===== src/design/dual_adc_host_defines.vh =====
// Purpose: constants for the dual converter read controller
// Assumes: mclk at 125 MHz (8 ns period)
// Notes: times are kept in ns; cycle counts derive from them
// Operation
// Start falling edge holds and starts both
// Start falling edge raises busy
// Busy falls within 5.2 us, results latched
// First read input one, second input two
// One chip select enclosing two read pulses
// Read ends 400 ns before next start
// Fast read 100 ns, cycle 5.7 us
// Auto-sleep after busy falls, wake later
// Start level at conversion end selects mode
// Start rising edge wakes sleeping converter
// After wake, hold if start low, convert
// Late start falling edge: wait on busy
// Stored results readable while asleep
// Auto-sleep may read one pair only
// Pair select changes 500 ns before start
// Bipolar two's complement, unipolar straight binary
// Converter drives bus only during read
`ifndef DUAL_ADC_HOST_DEFINES_VH
`define DUAL_ADC_HOST_DEFINES_VH

`define CLK_PERIOD_NS 8
`define DATA_W 14
`define CONV_TIME_NS 5200
`define QUIET_TIME_NS 400
`define SELECT_SETUP_NS 500
`define READ_TIME_NS 100
`define WAKE_EXT_NS 4800
`define WAKE_INT_NS 5000000
`define START_LOW_NS 40
// Least times round up
`define CYC_UP(ns) (((ns) + `CLK_PERIOD_NS - 1) / `CLK_PERIOD_NS)
`define QUIET_CYC `CYC_UP(`QUIET_TIME_NS)
`define SELECT_CYC `CYC_UP(`SELECT_SETUP_NS)
`define START_LOW_CYC `CYC_UP(`START_LOW_NS)
// Read strobe phase: a quarter of the fast read time, three phases a read
`define STROBE_CYC `CYC_UP(`READ_TIME_NS / 4)
// Busy timeout: longest conversion after wake, internal reference
`define BUSY_TIMEOUT_NS 5005000
`define BUSY_TIMEOUT_CYC `CYC_UP(`BUSY_TIMEOUT_NS)
`define CNT_W 20

`endif


===== src/design/dual_adc_host.v =====
// Purpose: host controller that runs the dual converter through its pins
// Assumes: converter busy and data arrive asynchronously to mclk
// Notes: one request yields one conversion and one pair of results, or only the first result when read-one is set with sleep, or no result on a busy timeout
`timescale 1ns/1ns
`include "dual_adc_host_defines.vh"

module dual_adc_host #(
    parameter BUSY_TIMEOUT = `BUSY_TIMEOUT_CYC
)
(
    input wire mclk,
    input wire rst_b,
    input wire start_req,
    input wire req_pair,
    input wire req_sleep,
    input wire req_read_one,
    input wire busy,
    input wire [13:0] adc_data_in,
    output reg conversion_start_n,
    output reg pair_select,
    output reg chip_select_n,
    output reg read_n,
    output reg idle,
    output reg result_valid,
    output reg [13:0] result_one,
    output reg [13:0] result_two,
    output reg result_pair,
    output reg timeout
);

// ----------------------------------------------------------------
// States
// ----------------------------------------------------------------
localparam [7:0] ST_IDLE = 8'h01;
localparam [7:0] ST_SETUP = 8'h02;
localparam [7:0] ST_START = 8'h04;
localparam [7:0] ST_CONV = 8'h08;
localparam [7:0] ST_RD1 = 8'h10;
localparam [7:0] ST_GAP = 8'h20;
localparam [7:0] ST_RD2 = 8'h40;
localparam [7:0] ST_QUIET = 8'h80;

reg [7:0] state;
reg [`CNT_W-1:0] cnt;
reg busy_m;
reg busy_s;
reg busy_seen;
reg [13:0] data_m;
reg [13:0] data_s;
reg sleep_mode;
reg one_only;

// Phase loads cut to the counter width; a load of N lasts N+1 cycles
localparam [31:0] SELECT_LOAD = `SELECT_CYC;
localparam [31:0] START_LOAD = `START_LOW_CYC;
// One less, so three strobe phases fit inside the fast read time
localparam [31:0] STROBE_LOAD = `STROBE_CYC - 1;
localparam [31:0] QUIET_LOAD = `QUIET_CYC;

// ----------------------------------------------------------------
// Input synchronisers
// ----------------------------------------------------------------
// Two flops; data is stable by the time it is sampled late in a strobe
always @(posedge mclk or negedge rst_b)
begin
    if (!rst_b)
    begin
        busy_m <= 1'b0;
        busy_s <= 1'b0;
        data_m <= 14'h0000;
        data_s <= 14'h0000;
    end
    else
    begin
        busy_m <= busy;
        busy_s <= busy_m;
        data_m <= adc_data_in;
        data_s <= data_m;
    end
end

// ----------------------------------------------------------------
// Sequencer
// ----------------------------------------------------------------
// Counter reloads on each entry to a timed state; a zero count ends the phase
always @(posedge mclk or negedge rst_b)
begin
    if (!rst_b)
    begin
        state <= ST_IDLE;
        cnt <= {`CNT_W{1'b0}};
        conversion_start_n <= 1'b1;
        pair_select <= 1'b0;
        chip_select_n <= 1'b1;
        read_n <= 1'b1;
        idle <= 1'b1;
        result_valid <= 1'b0;
        result_one <= 14'h0000;
        result_two <= 14'h0000;
        result_pair <= 1'b0;
        timeout <= 1'b0;
        busy_seen <= 1'b0;
        sleep_mode <= 1'b0;
        one_only <= 1'b0;
    end
    else
    begin
        result_valid <= 1'b0;
        case (state)
            ST_IDLE:
            begin
                idle <= 1'b1;
                if (start_req)
                begin
                    // select setup
                    pair_select <= req_pair;
                    sleep_mode <= req_sleep;
                    // single result option
                    one_only <= req_read_one & req_sleep;
                    idle <= 1'b0;
                    timeout <= 1'b0;
                    cnt <= SELECT_LOAD[`CNT_W-1:0];
                    state <= ST_SETUP;
                end
            end
            ST_SETUP:
            begin
                if (cnt == 0)
                begin
                    // falling start edge
                    conversion_start_n <= 1'b0;
                    cnt <= START_LOAD[`CNT_W-1:0];
                    state <= ST_START;
                end
                else
                    cnt <= cnt - 1'b1;
            end
            ST_START:
            begin
                if (cnt == 0)
                begin
                    // start low keeps auto-sleep
                    // Low through conversion end asks for auto-sleep
                    conversion_start_n <= ~sleep_mode;
                    busy_seen <= 1'b0;
                    cnt <= BUSY_TIMEOUT[`CNT_W-1:0];
                    state <= ST_CONV;
                end
                else
                    cnt <= cnt - 1'b1;
            end
            ST_CONV:
            begin
                // busy rises after start
                if (busy_s)
                    busy_seen <= 1'b1;
                // wait for busy low
                if (busy_seen && !busy_s)
                begin
                    chip_select_n <= 1'b0;
                    read_n <= 1'b0;
                    // four-cycle strobe phases
                    cnt <= STROBE_LOAD[`CNT_W-1:0];
                    state <= ST_RD1;
                end
                else if (cnt == 0)
                begin
                    timeout <= 1'b1;
                    conversion_start_n <= 1'b1;
                    state <= ST_IDLE;
                end
                else
                    cnt <= cnt - 1'b1;
            end
            ST_RD1:
            begin
                // first pulse input one
                if (cnt == 0)
                begin
                    result_one <= data_s;
                    read_n <= 1'b1;
                    cnt <= STROBE_LOAD[`CNT_W-1:0];
                    state <= one_only ? ST_QUIET : ST_GAP;
                    if (one_only)
                    begin
                        chip_select_n <= 1'b1;
                        cnt <= QUIET_LOAD[`CNT_W-1:0];
                    end
                end
                else
                    cnt <= cnt - 1'b1;
            end
            ST_GAP:
            begin
                if (cnt == 0)
                begin
                    read_n <= 1'b0;
                    cnt <= STROBE_LOAD[`CNT_W-1:0];
                    state <= ST_RD2;
                end
                else
                    cnt <= cnt - 1'b1;
            end
            ST_RD2:
            begin
                // second strobe inside select
                if (cnt == 0)
                begin
                    result_two <= data_s;
                    read_n <= 1'b1;
                    chip_select_n <= 1'b1;
                    cnt <= QUIET_LOAD[`CNT_W-1:0];
                    state <= ST_QUIET;
                end
                else
                    cnt <= cnt - 1'b1;
            end
            ST_QUIET:
            begin
                // quiet time before next start
                if (cnt == 0)
                begin
                    // rising start wakes converter
                    conversion_start_n <= 1'b1;
                    result_valid <= 1'b1;
                    result_pair <= pair_select;
                    state <= ST_IDLE;
                end
                else
                    cnt <= cnt - 1'b1;
            end
            default:
            begin
                state <= ST_IDLE;
            end
        endcase
    end
end

endmodule // dual_adc_host


===== config.mk =====
export PLATFORM = sky130hd
export DESIGN_NAME = dual_adc_host
export DESIGN_NICKNAME = d
export VERILOG_FILES = /design/src/design/dual_adc_host.v
export VERILOG_INCLUDE_DIRS = /design/src /design/src/design
export SDC_FILE = /design/constraint.sdc
export NUM_CORES = 1
export LEC_CHECK = 0
export ABC_AREA = 1
export BUFFER_PORTS_ARGS = -buffer_cell sky130_fd_sc_hd__buf_2
export CAP_MARGIN = 30
export CORE_MARGIN = 4
export CORE_UTILIZATION = 40
export CTS_CLUSTER_SIZE = 24
export DETAILED_ROUTE_END_ITERATION = 10
export MAX_ROUTING_LAYER = met4
export PLACE_DENSITY_LB_ADDON = 0.12
export SYNTH_ARGS = -nofsm -noshare
export SYNTH_HDL_FRONTEND = slang
export SYNTH_SLANG_ARGS = --single-unit

===== constraint.sdc =====
create_clock -name mclk -period 2 [get_ports mclk]
set_input_delay 0.2 -clock mclk [delete_from_list [all_inputs] [get_ports mclk]]
set_output_delay 0.2 -clock mclk [all_outputs]
set_load 0.02 [all_outputs]

==> results.sh <==
export IMPL_finalCriticalPeriod_ns=1.911
export IMPL_cts_root_buffer="clkbuf_16"
export IMPL_power_share_clock_pct=27.1
export IMPL_fill_cells=1075
export IMPL_slew_headroom_pct=63.98
export IMPL_ys_seq_area_share_pct=52.10
export IMPL_grt_max_degree=40
export IMPL_ant_nets=0
export IMPL_syn_area_um2=4671
export IMPL_viasPerCell=4.793
export IMPL_antenna_found_initial=0
export IMPL_postPlaceCellArea_um2=5213
export IMPL_use_met2_pct=28.27
export IMPL_use_met1_pct=22.34
export IMPL_hold_path_class="in2reg"
export IMPL_pwr_share_comb_pct=34.7
export IMPL_fin_tns_setup_ns=0
export IMPL_seq_power_share_pct=38.2
export IMPL_final_cell_mix="nand2_1, dfrtp_1, inv_1, nor2_1, buf_2"
export IMPL_ys_flop_type="dfrtp_1"
export IMPL_critPathSlowestCell="dfrtp_1"
export IMPL_die_h_um=116.1
export IMPL_path_cells="inv_2 > ha_4 > inv_2 > nor2_1 > nand2_1 > nor2_2 > nand3_2 > buf_6 > nand3_4 > nand4_1 > nand3_1 > o21ai_2"
export IMPL_crit_fanout=8
export IMPL_htree_num_levels=3
export IMPL_grt_setup_unrepaired="yes"
export IMPL_cpPeakStageDelay_ns=0.39
export IMPL_hold_violations=0
export IMPL_finalSetupViolCount=0
export IMPL_syn_inst=524
export IMPL_drt_iter0_drc=178
export IMPL_final_common_cell="nand2_1"
export IMPL_dp_cells=732
export IMPL_grt_util_met3_pct=3.551
export IMPL_p_per_area_nw_per_um2=1069
export IMPL_crit_buf_inv=3
export IMPL_intPower_uw=3779
export IMPL_seq_area_um2=2434
export IMPL_tightest_slew_ns=0.5403
export IMPL_place_hpwl_um=7922
export IMPL_diodes=0
export IMPL_syn_nets=549
export IMPL_fin_cells=767
export IMPL_cp_arrival_ns=2.15
export IMPL_portBuffers=56
export IMPL_post_route_period_util_pct=95.54
export IMPL_async_flop_share_pct=100.0
export IMPL_cts_tree="done"
export IMPL_p_leak_uw=0.002974
export IMPL_io_pins=57
export IMPL_grt_total_usage_pct=17.89
export IMPL_multi_input_area_um2=1938
export IMPL_grt_busiest_layer="met2"
export IMPL_status="finished clean"
export IMPL_clock_fmax_mhz=523.4
export IMPL_synth_seq_cells=97
export IMPL_yosys_warnings=0
export IMPL_place_congestion=0.8966
export IMPL_start_kind="register"
export IMPL_clk_latency_ns=0.35
export IMPL_avgSynthCellArea_um2=8.914
export IMPL_vias=3676
export IMPL_synth_edf_count=0
export IMPL_swShare_pct=38.14
export IMPL_final_nets=644
export IMPL_worstSetupPathType="reg2reg"
export IMPL_design_area_um2=5715
export IMPL_holdWs_ns=0.07658
export IMPL_maxCapViolCount=0
export IMPL_core_area_um2=11420
export IMPL_die_w_um=116.1
export IMPL_slew_violations=0
export IMPL_fin_util_pct=50.05
export IMPL_crit_family="simple AND/OR/NAND/NOR gates"
export IMPL_area_delta_synth_final_pct=22.37
export IMPL_die_area_um2=13470
export IMPL_required_ns=2.24
export IMPL_grt_pass1_wl_um=18360
export IMPL_synthDistinctLibCells=41
export IMPL_path_common_cell="inv_2"
export IMPL_firstDrtPassIters=4
export IMPL_drt_wl_total_um=10740
export IMPL_clock_sinks=97
export IMPL_p_switching_uw=2330
export IMPL_drive_gt1_share_pct=26.44
export IMPL_worst_clock_skew_ns=0.006849
export IMPL_start_util_pct=40.91
export IMPL_post_route_drc_count=0
export IMPL_vdd_drop_max_mv=0.4935
export IMPL_end_kind="register"
export IMPL_ctsLongestPathBuffers=2
export IMPL_wl_per_cell_um=14.00
export IMPL_rows=39
export IMPL_path_clk_slew_ns=0.07
export IMPL_grt_ovfl_total=0
export IMPL_cts_made_buffers=9
export IMPL_grt_pass1_vias=3809
==> power groups by stage <==
stage	clock network (uW)	logic, uW	registers, uW
after CTS	1700	2090	2340
final	1650	2120	2340
after global routing	1790	2380	2360
after floorplan	0	1550	2390
after detailed placement	0	2050	2370
after global placement	0	2060	2370
==> stage by stage <==
stage / power, uW / worst slack, ns
after floorplan: 3943 / 0.02136
after global placement: 4430 / 0.1129
after detailed placement: 4424 / 0.05090
after CTS: 6125 / 0.02164
after global routing: 6525 / -0.02074
final: 6110 / 0.08926
==> cell families (layout without fill, tap and decap cells) <==
kind of cell    count (synthesis)  count (layout)  synth area share, %
fa+ha+maj                       4               4                1.072
xor+xnor                        9               9                1.688
buf+inv                        74             174                7.099
simple gates                  263             263                28.93
flops                          97              97                52.10
compound gates                 77              77                9.108
==> worst reg2reg max path, cell delays in order, from the launching register on <==
cell and delay (ns):
dfrtp_1 0.39, inv_2 0.08, ha_4 0.14, inv_2 0.04, nor2_1 0.07, nand2_1 0.06
nor2_2 0.16, nand3_2 0.12, buf_6 0.16, nand3_4 0.06, nand4_1 0.26, nand3_1 0.20
o21ai_2 0.06
==> metal layers <==
| layer | up-vias | share of wire [%] |
|---|---|---|
| met4 | 0 | 2.7 |
| met3 | 24 | 4.5 |
| met1 | 1715 | 44 |
| li1 | 1860 | - |
| met2 | 77 | 49 |
| met5 | - | 0 |
==> cell usage after synthesis (2+ instances only) <==
cell	number	area, um^2
a21oi_1	18	90.09
a31oi_1	2	12.51
buf_2	3	15.01
buf_6	2	22.52
dfrtp_1	92	2302
dfstp_2	5	131.4
ha_1	4	50.05
inv_1	60	225.2
inv_2	4	15.01
inv_8	2	22.52
nand2_1	115	431.7
nand2_2	5	31.28
nand2_4	12	135.1
nand3_1	28	140.1
nand3_2	2	20.02
nand4_1	11	68.82
nor2_1	57	214.0
nor2_2	17	106.4
nor2_4	7	78.83
o21ai_0	30	150.1
o21ai_1	15	75.07
o21ai_2	5	43.79
o22ai_1	3	18.77
xor2_1	8	70.07
==> path summary, 6_finish.rpt <==
kind,slack [ns],cells past startpoint,end,start
setup / recovery,0.09,12,cnt[8],cnt[1]
hold / removal,0.08,3,sleep_mode,req_sleep
setup reg to reg,0.09,12,cnt[8],cnt[1]
hold reg to reg,0.34,0,data_s[0],data_m[0]
max in group asynchronous,0.97,3,idle,rst_b
min in group asynchronous,0.39,2,data_s[7],rst_b
==> layout make-up <==
class | count | share of cell area [%]
Clock inverter | 7 | 1.029
Timing Repair Buffer | 90 | 10.62
Sequential cell | 97 | 42.58
Clock buffer | 9 | 3.940
Tap cell | 143 | 3.130
Multi-Input combinational cell | 353 | 33.91
Inverter | 68 | 4.794
==> flip-flops by register name (all words and copies together) (netlist names), 8 cells and up <==
register    count
cnt            20
data_m         14
data_s         14
result_one     14
result_two     14
state           8
==> what timing repair did <==
item,4_1_cts,5_1_grt
setup endpoints to repair,0,21
hold buffers,16,0
buffers inserted,0,3
resized for setup,0,9
hold endpoints to repair,52,0
Power figures use the tool's default switching activity.
